**config.mk**
```make
export PLATFORM = sky130hd
export DESIGN_NAME = tla_limit_alarm
export DESIGN_NICKNAME = d
export VERILOG_FILES = /design/src/include/tla_pkg.sv /design/src/hdl/tla_limit_alarm.sv
export VERILOG_INCLUDE_DIRS = /design/src /design/src/include
export SDC_FILE = /design/constraint.sdc
export NUM_CORES = 1
export LEC_CHECK = 0
export ABC_AREA = 1
export BUFFER_PORTS_ARGS = -buffer_cell sky130_fd_sc_hd__buf_2
export CAP_MARGIN = 20
export CORE_MARGIN = 2
export CORE_UTILIZATION = 65
export DETAILED_ROUTE_END_ITERATION = 6
export PLACE_DENSITY_LB_ADDON = 0.12
export SLEW_MARGIN = 25
export SYNTH_ARGS = -nofsm -noshare
export SYNTH_HDL_FRONTEND = slang
export SYNTH_SLANG_ARGS = --single-unit
```
**constraint.sdc**
```tcl
create_clock -name core_clk -period 6.1 [get_ports core_clk]
set_input_delay 0.915 -clock core_clk [delete_from_list [all_inputs] [get_ports core_clk]]
set_output_delay 0.915 -clock core_clk [all_outputs]
set_load 0.01 [all_outputs]
```
**src/include/tla_defs.svh**
```systemverilog
// Offsets, field positions, reset values and timing counts of the limit alarm.
// Included by the design; definitions only.
`ifndef TLA_DEFS_SVH
`define TLA_DEFS_SVH

`define TLA_RD_TEMP        8'h00
`define TLA_RD_STATUS      8'h02
`define TLA_RD_CONFIG      8'h03
`define TLA_RD_RATE        8'h04
`define TLA_RD_HIGH        8'h05
`define TLA_RD_LOW         8'h06
`define TLA_WR_CONFIG      8'h09
`define TLA_WR_RATE        8'h0A
`define TLA_WR_HIGH        8'h0B
`define TLA_WR_LOW         8'h0C
`define TLA_WR_ONESHOT     8'h0F
`define TLA_RW_SD_LIMIT    8'h20
`define TLA_RW_SD_HYST     8'h21
`define TLA_RW_CONSEC      8'h22
`define TLA_RD_MAKER       8'hFE
`define TLA_RD_REVISION    8'hFF

`define TLA_RST_TEMP       8'h00
`define TLA_RST_CONFIG     8'h00
`define TLA_RST_RATE       8'h08
`define TLA_RST_HIGH       8'h55
`define TLA_RST_LOW        8'h00
`define TLA_RST_SD_LIMIT   8'h55
`define TLA_RST_SD_HYST    8'h0A
`define TLA_RST_CONSEC     8'h01
`define TLA_RST_PTR        8'h00

`define TLA_CFG_MASK_BIT   7
`define TLA_CFG_STBY_BIT   6
`define TLA_CFG_PIN6_BIT   5
`define TLA_CFG_RANGE_BIT  2
`define TLA_CFG_USED       8'hE4
`define TLA_RATE_USED      8'h0F
`define TLA_CONSEC_TO_BIT  7
`define TLA_CONSEC_LSB     1
`define TLA_CONSEC_MSB     3
`define TLA_ST_BUSY_BIT    7
`define TLA_ST_HIGH_BIT    6
`define TLA_ST_LOW_BIT     5
`define TLA_ST_SD_BIT      0

`define TLA_TIMEOUT_MS     25
`define TLA_CLK_KHZ        100000

`endif

```
**src/include/tla_pkg.sv**
```systemverilog
// Types shared by the temperature limit alarm.
// Assumes tla_defs.svh on the include path.
package tla_pkg;

    // Byte access from the serial engine, one strobe per cycle at most
    typedef struct packed {
        logic       ptr_load;
        logic       wr;
        logic       rd;
        logic [7:0] data;
    } tla_req_t;

    // Pin six as driven by the alarm logic
    typedef enum logic [1:0] {
        TLA_PIN6_ALARM = 2'b01,
        TLA_PIN6_SHDN2 = 2'b10
    } tla_pin6_t;

    // New measurement from the converter
    typedef struct packed {
        logic       valid;
        logic [7:0] value;
    } tla_result_t;

endpackage

```
**src/hdl/tla_limit_alarm.sv**
```systemverilog
// Limit comparison, sticky flags, alarm latch and shutdown outputs of the
// temperature monitor, with its register file behind the pointer scheme.
// Assumes a serial slave engine on core_clk that issues byte strobes, and a
// converter on core_clk that reports results and a busy level.
`timescale 1ns/1ns
`include "tla_defs.svh"

module tla_limit_alarm
    import tla_pkg::*;
#(
    parameter int TIMEOUT_CYC = `TLA_TIMEOUT_MS * `TLA_CLK_KHZ,
    parameter logic [7:0] MAKER_CODE = 8'h5C,  // Arbitrary value
    parameter logic [7:0] REVISION   = 8'h01   // Arbitrary value
)(
    input  wire logic        core_clk,
    input  wire logic        rst_n,
    input  wire tla_req_t    reg_req,
    output logic [7:0]       rd_data_q,
    input  wire tla_result_t adc_result,
    input  wire logic        adc_busy,
    input  wire logic        ara_ack,
    input  wire logic        bus_open,
    input  wire logic        bus_activity,
    output logic             sda_release_q,
    output logic             oneshot_start_q,
    output logic             standby_q,
    output logic             ext_range_q,
    output logic [3:0]       conv_rate_q,
    output logic             pin6_o_q,
    output logic             pin6_oe_n_q,
    output logic             shutdown_o_q,
    output logic             shutdown_oe_n_q
);

    localparam logic [21:0] TIMEOUT_CNT = 22'(TIMEOUT_CYC);

    logic [7:0] ptr_q;
    logic [7:0] temp_q;
    logic [7:0] config_q;
    logic [7:0] high_q;
    logic [7:0] low_q;
    logic [7:0] sd_limit_q;
    logic [7:0] sd_hyst_q;
    logic [7:0] consec_q;
    logic [2:0] flt_cnt_q;
    logic       high_flag_q;
    logic       low_flag_q;
    logic       alarm_q;
    logic       sd_q;
    logic       sd2_q;
    logic [21:0] to_cnt_q;

    // Number of back-to-back faults needed; one more than the ones in the code
    function automatic logic [2:0] faults_needed(input logic [2:0] code);
        faults_needed = 3'(code[0]) + 3'(code[1]) + 3'(code[2]) + 3'h1;
    endfunction

    // Release point, clamped at zero so a large hysteresis cannot wrap
    function automatic logic [7:0] release_level(input logic [7:0] lim,
                                                 input logic [7:0] hyst);
        logic [8:0] diff;
        diff = {1'b0, lim} - {1'b0, hyst};
        release_level = diff[8] ? 8'h00 : diff[7:0];
    endfunction

    tla_pin6_t  pin6_mode;
    logic       wr_stb;
    logic       rd_stb;
    logic       status_rd;
    logic       high_now;
    logic       low_now;
    logic       res_high;
    logic       res_low;
    logic       res_out;
    logic [2:0] cnt_inc;
    logic       trip;
    logic [7:0] status_val;

    assign pin6_mode = config_q[`TLA_CFG_PIN6_BIT] ? TLA_PIN6_SHDN2 : TLA_PIN6_ALARM;
    assign wr_stb    = reg_req.wr;
    assign rd_stb    = reg_req.rd;
    assign status_rd = rd_stb && (ptr_q == `TLA_RD_STATUS);

    // Raw unsigned compares serve both formats; limits are never rescaled
    assign high_now = temp_q > high_q;
    assign low_now  = temp_q <= low_q;
    assign res_high = adc_result.value > high_q;
    assign res_low  = adc_result.value <= low_q;
    assign res_out  = res_high || res_low;
    assign cnt_inc  = (flt_cnt_q == 3'h4) ? 3'h4 : flt_cnt_q + 3'h1;
    assign trip     = adc_result.valid && res_out
                   && (cnt_inc >= faults_needed(
                          consec_q[`TLA_CONSEC_MSB:`TLA_CONSEC_LSB]));

    always_comb begin
        status_val = 8'h00;
        status_val[`TLA_ST_BUSY_BIT] = adc_busy;
        status_val[`TLA_ST_HIGH_BIT] = (pin6_mode == TLA_PIN6_SHDN2) ? sd2_q
                                                                     : high_flag_q;
        status_val[`TLA_ST_LOW_BIT]  = low_flag_q;
        status_val[`TLA_ST_SD_BIT]   = sd_q;
    end

    // Pointer: first byte of every write
    always_ff @(posedge core_clk or negedge rst_n) begin
        if (!rst_n) begin
            ptr_q <= `TLA_RST_PTR;
        end else if (reg_req.ptr_load) begin
            ptr_q <= reg_req.data;
        end
    end

    // Writable registers; read-only addresses, status included, ignore data
    always_ff @(posedge core_clk or negedge rst_n) begin
        if (!rst_n) begin
            config_q   <= `TLA_RST_CONFIG;
            conv_rate_q <= 4'(`TLA_RST_RATE);
            high_q     <= `TLA_RST_HIGH;
            low_q      <= `TLA_RST_LOW;
            sd_limit_q <= `TLA_RST_SD_LIMIT;
            sd_hyst_q  <= `TLA_RST_SD_HYST;
            consec_q   <= `TLA_RST_CONSEC;
        end else if (wr_stb) begin
            unique case (ptr_q)
                `TLA_WR_CONFIG:   config_q    <= reg_req.data & `TLA_CFG_USED;
                `TLA_WR_RATE:     conv_rate_q <= reg_req.data[3:0];
                `TLA_WR_HIGH:     high_q      <= reg_req.data;
                `TLA_WR_LOW:      low_q       <= reg_req.data;
                `TLA_RW_SD_LIMIT: sd_limit_q  <= reg_req.data;
                `TLA_RW_SD_HYST:  sd_hyst_q   <= reg_req.data;
                `TLA_RW_CONSEC:   consec_q    <= reg_req.data;
                default: ;
            endcase
        end
    end

    always_ff @(posedge core_clk or negedge rst_n) begin
        if (!rst_n) begin
            standby_q   <= 1'b0;
            ext_range_q <= 1'b0;
        end else begin
            standby_q   <= config_q[`TLA_CFG_STBY_BIT];
            ext_range_q <= config_q[`TLA_CFG_RANGE_BIT];
        end
    end

    // One conversion per write to 0x0F, standby only; data is dropped
    always_ff @(posedge core_clk or negedge rst_n) begin
        if (!rst_n) begin
            oneshot_start_q <= 1'b0;
        end else begin
            oneshot_start_q <= wr_stb && (ptr_q == `TLA_WR_ONESHOT)
                            && config_q[`TLA_CFG_STBY_BIT];
        end
    end

    // Read data: status is sampled before its clear takes effect
    always_ff @(posedge core_clk or negedge rst_n) begin
        if (!rst_n) begin
            rd_data_q <= 8'h00;
        end else if (rd_stb) begin
            unique case (ptr_q)
                `TLA_RD_TEMP:     rd_data_q <= temp_q;
                `TLA_RD_STATUS:   rd_data_q <= status_val;
                `TLA_RD_CONFIG:   rd_data_q <= config_q;
                `TLA_RD_RATE:     rd_data_q <= {4'h0, conv_rate_q};
                `TLA_RD_HIGH:     rd_data_q <= high_q;
                `TLA_RD_LOW:      rd_data_q <= low_q;
                `TLA_RW_SD_LIMIT: rd_data_q <= sd_limit_q;
                `TLA_RW_SD_HYST:  rd_data_q <= sd_hyst_q;
                `TLA_RW_CONSEC:   rd_data_q <= consec_q;
                `TLA_RD_MAKER:    rd_data_q <= MAKER_CODE;
                `TLA_RD_REVISION: rd_data_q <= REVISION;
                default:          rd_data_q <= 8'h00;
            endcase
        end
    end

    always_ff @(posedge core_clk or negedge rst_n) begin
        if (!rst_n) begin
            temp_q <= `TLA_RST_TEMP;
        end else if (adc_result.valid) begin
            temp_q <= adc_result.value;
        end
    end

    // Any in-limit result restarts the filter
    always_ff @(posedge core_clk or negedge rst_n) begin
        if (!rst_n) begin
            flt_cnt_q <= 3'h0;
        end else if (adc_result.valid) begin
            flt_cnt_q <= res_out ? cnt_inc : 3'h0;
        end
    end

    // Sticky fault flags, set only in alarm mode; there a new trip in the read cycle wins over the clear
    always_ff @(posedge core_clk or negedge rst_n) begin
        if (!rst_n) begin
            high_flag_q <= 1'b0;
            low_flag_q  <= 1'b0;
        end else if (pin6_mode == TLA_PIN6_ALARM) begin
            if (trip && res_high) begin
                high_flag_q <= 1'b1;
            end else if (status_rd && !high_now) begin
                high_flag_q <= 1'b0;
            end
            if (trip && res_low) begin
                low_flag_q <= 1'b1;
            end else if (status_rd && !low_now) begin
                low_flag_q <= 1'b0;
            end
        end else begin
            high_flag_q <= 1'b0;
            if (status_rd && !low_now) begin
                low_flag_q <= 1'b0;
            end
        end
    end

    always_ff @(posedge core_clk or negedge rst_n) begin
        if (!rst_n) begin
            alarm_q <= 1'b0;
        end else if (pin6_mode == TLA_PIN6_ALARM && trip) begin
            alarm_q <= 1'b1;
        end else if ((status_rd || ara_ack) && !high_now && !low_now) begin
            alarm_q <= 1'b0;
        end
    end

    // Shutdown comparators follow the stored result and live limits, so
    // register changes in standby still move the pins
    always_ff @(posedge core_clk or negedge rst_n) begin
        if (!rst_n) begin
            sd_q <= 1'b0;
        end else if (temp_q > sd_limit_q) begin
            sd_q <= 1'b1;
        end else if (temp_q <= release_level(sd_limit_q, sd_hyst_q)) begin
            sd_q <= 1'b0;
        end
    end

    always_ff @(posedge core_clk or negedge rst_n) begin
        if (!rst_n) begin
            sd2_q <= 1'b0;
        end else if (pin6_mode != TLA_PIN6_SHDN2) begin
            sd2_q <= 1'b0;
        end else if (high_now) begin
            sd2_q <= 1'b1;
        end else if (temp_q <= release_level(high_q, sd_hyst_q)) begin
            sd2_q <= 1'b0;
        end
    end

    // Open drain: data always low, enable low means pulling the pin down
    always_ff @(posedge core_clk or negedge rst_n) begin
        if (!rst_n) begin
            pin6_o_q        <= 1'b0;
            pin6_oe_n_q     <= 1'b1;
            shutdown_o_q    <= 1'b0;
            shutdown_oe_n_q <= 1'b1;
        end else begin
            pin6_o_q        <= 1'b0;
            shutdown_o_q    <= 1'b0;
            shutdown_oe_n_q <= !sd_q;
            unique case (pin6_mode)
                TLA_PIN6_SHDN2: pin6_oe_n_q <= !sd2_q;
                default:        pin6_oe_n_q <= !(alarm_q
                                    && !config_q[`TLA_CFG_MASK_BIT]);
            endcase
        end
    end

    // Bus timeout: idle time inside an open transaction
    always_ff @(posedge core_clk or negedge rst_n) begin
        if (!rst_n) begin
            to_cnt_q      <= 22'h000000;
            sda_release_q <= 1'b0;
        end else if (!consec_q[`TLA_CONSEC_TO_BIT] || !bus_open || bus_activity) begin
            to_cnt_q      <= 22'h000000;
            sda_release_q <= 1'b0;
        end else if (to_cnt_q == TIMEOUT_CNT - 22'h000001) begin
            to_cnt_q      <= to_cnt_q + 22'h000001;
            sda_release_q <= 1'b1;
        end else begin
            sda_release_q <= 1'b0;
            if (to_cnt_q != TIMEOUT_CNT) begin
                to_cnt_q <= to_cnt_q + 22'h000001;
            end
        end
    end

endmodule

```
==> metrics.yaml <==
rsz0062_at_grt: "no"
critical_path.startpoint_type: "flop"
slew_headroom: 0.4371
tightest_slew_ns: 0.8443
p_seq_frac: 0.399
layout-drive-gt1-share: 0.1147
timing.max_cap.violations: 0
start_util: 0.6730
fmax_mhz: 344.2
drc_errors: 0
synthArstFlopShare: 1.000
pin_count: 46
final_area_sq_mm: 0.007983
synth_edf_count: 0
cts_made_buffers: 9
io_buffers: 43
synth_area_leaders: "dfrtp_1 (32%), ha_1 (14%), nand2_1 (12%)"
ys.flop_type: "dfrtp_1"
die-area_sq_mm: 0.01219
slowest_stage: "dfstp_2"
cp.arrival_ns: 3.14
cts_setup_buffers: 0
ir_drop_mv: 0.2663
drv_slew: 0
synth-xor-area-share: 0.005950
cts_tree: "yes"
syn-cell-area_sq_mm: 0.007360
layout_commonest_cell: "nand2_1"
cts_resized: 0
antenna_found_initial: 0
comb_power_share: 0.295
yosysSeqAreaShare: 0.3696
ys_ff_latch: 108
synth_area_leader_cell: "dfrtp_1"
worstPathRequired_ns: 6.33
dpl_cell_area_sq_mm: 0.007664
htreeDepth: 3
die_h_um: 110.4
finalCritPeriodShare: 0.4763
grt_pass1_vias: 6328
gp_congestion: 0.9740
cts_hold_buffers: 0
drt_iter0_drc: 587
nFillCells: 896
outcome: "finished, final reports clean"
path_max_fanout: 7
avgSynthCellArea_sq_um: 7.626
layout_common_cells: "nand2_1 (230), inv_1 (122), o21ai_0 (101)"
cts.sink_count: 108
fin_crit_ns: 2.905
rows: 38
synthCells: 965
path_clk_slew_ns: 0.07
p_int_w: 0.001390
fin_skew_ns: 0.009214
dp_slack_ns: 3.231
overflow: 0
dp_hpwl_um: 14530
reg2reg_slack_ns: 3.19
routed_wl_um: 19360
crit_path_end_kind: "flop"
worst_slack_ns: 3.195
hp-class: "flop to flop"
hold_viol_final: 0
synthMuxAreaShare: 0
diodes: 0
yosysWarnings: 0
power.density_mw_per_mm2: 262.4
grt_pass1_wl_um: 31280
ys_types: 44
yosys.area_share.simple: 0.2632
grt_max_degree: 71
routedWlPerCell_um: 16.82
finalSetupTns_ns: 0
slowest_delay_ns: 0.54
via_count: 6704
postRouteAntennaNets: 0
setup-violations-final: 0
firstDrtPassIters: 5
dieWidth_um: 110.4
crit_type: "flop to flop"
synth_top_family_by_area: "simple AND/OR/NAND/NOR gates"
p_leak_nw: 3.870
crit_family: "adder cells"
core_area_sq_mm: 0.01094
fin_nets: 1116
clkLatencyLatePin_ns: 0.36
area_delta_synth_final_pct: 8.467
crit_chain: "inv_1 -> ha_1 -> fa_1 -> o21ai_0 -> nand2_1 -> nand2_1 -> nand3_1 -> ha_1 -> a21oi_1 -> o21a_1 -> nor2_1 -> o21ai_0 -> o21ai_0"
pwr-share-clk: 0.306
crit_top_cell: "o21ai_0"
synth_compound_area_frac: 0.1365
clock_path_buffers: 2
grt_usage: 0.3242
synth_fa_ha_area_frac: 0.1448
clockRootBuffer: "clkbuf_16"
p_sw_w: 0.0007047
switching_share: 0.3364
routed_via_density: 5.825
path_buf_inv: 1
synth_top_area_frac: 0.3196
[power by group through the flow]
stage | Sequential [W] | Combinational [W] | Clock (W)
3_5_place_dp | 0.000848 | 0.000603 | 0
6_report | 0.000837 | 0.000617 | 0.000641
3_3_place_gp | 0.000847 | 0.000580 | 0
2_1_floorplan | 0.000834 | 0.000450 | 0
5_1_grt | 0.000842 | 0.000718 | 0.000673
4_1_cts | 0.000835 | 0.000611 | 0.000643
[path summary, 6_finish.rpt]
check                              start      endpoint  cells past startpoint
setup / recovery           sd_limit_q[0]          sd_q                     13
hold / removal                   alarm_q   pin6_oe_n_q                      1
setup reg to reg           sd_limit_q[0]          sd_q                     13
hold reg to reg                  alarm_q   pin6_oe_n_q                      1
max in group asynchronous          rst_n  rd_data_q[6]                      2
min in group asynchronous          rst_n  flt_cnt_q[0]                      1
[synthesized netlist by cell type (all sizes together), types with 7 or more instances]
cell type  instances
nor3              11
ha                82
nand3             68
buf               11
dfrtp             94
nand2            234
nor2              88
dfstp             14
nand4             19
inv              129
o21ai            113
a21oi             56
or2                7
[routing by layer]
| layer | vias up | GRT usage | wire (um) |
|---|---|---|---|
| li1 | 3267 | - | - |
| met1 | 3147 | 0.4341 | 8521 |
| met2 | 226 | 0.5112 | 8758 |
| met3 | 64 | 0.06037 | 1246 |
| met4 | 0 | 0.1533 | 837 |
| met5 | - | 0 | 0 |
[cell families (layout without fill, tap and decap cells)]
logic type,count (synthesis),count (layout)
and+or+nand+nor,437,437
DFF,108,108
xor gates and xnor gates,5,5
buffers and inverters,144,189
adders and majority gates,84,84
AOI/OAI and AO/OA,186,186
other,1,2
[worst register-to-register path, stage by stage (launching register included)]
cell and delay, ns:
dfstp_2 0.54, inv_1 0.06, ha_1 0.22, fa_1 0.40, o21ai_0 0.29, nand2_1 0.12
nand2_1 0.22, nand3_1 0.11, ha_1 0.30, a21oi_1 0.15, o21a_1 0.14, nor2_1 0.04
o21ai_0 0.12, o21ai_0 0.08
[stage by stage]
| stage | cells | util | power (W) | hold slack [ns] |
|---|---|---|---|---|
| after global routing | 1151 | 0.7300 | 0.002233 | 0.4451 |
| after floorplan | 966 | - | 0.001284 | 0.3533 |
| final | 1151 | 0.7300 | 0.002095 | 0.4225 |
| after CTS | 1151 | 0.7300 | 0.002089 | 0.4201 |
| after detailed placement | 1135 | 0.7008 | 0.001451 | 0.4105 |
| after global placement | 1135 | 0.7008 | 0.001427 | 0.4057 |
[sequential cells by signal, summed over array words and instances (netlist names)]
name             cells
shutdown_oe_n_q      1
low_flag_q           1
sd2_q                1
high_q               8
consec_q             8
low_q                8
config_q             4
ext_range_q          1
oneshot_start_q      1
sd_hyst_q            8
ptr_q                8
temp_q               8
sda_release_q        1
to_cnt_q            22
sd_limit_q           8
sd_q                 1
standby_q            1
flt_cnt_q            3
conv_rate_q          4
high_flag_q          1
rd_data_q            8
pin6_oe_n_q          1
alarm_q              1
[layout make-up]
| type | instances | area (sq um) | area share |
|---|---|---|---|
| clock inverters | 4 | 72.57 | 0.009091 |
| inverters | 129 | 484.2 | 0.06066 |
| flip-flops and latches | 108 | 2720 | 0.3408 |
| clock buffers | 12 | 246.5 | 0.03088 |
| well taps | 140 | 175.2 | 0.02194 |
| multi-input cells | 714 | 4059 | 0.5085 |
| repair buffers | 44 | 225.2 | 0.02821 |
Power figures use the tool's default switching activity.
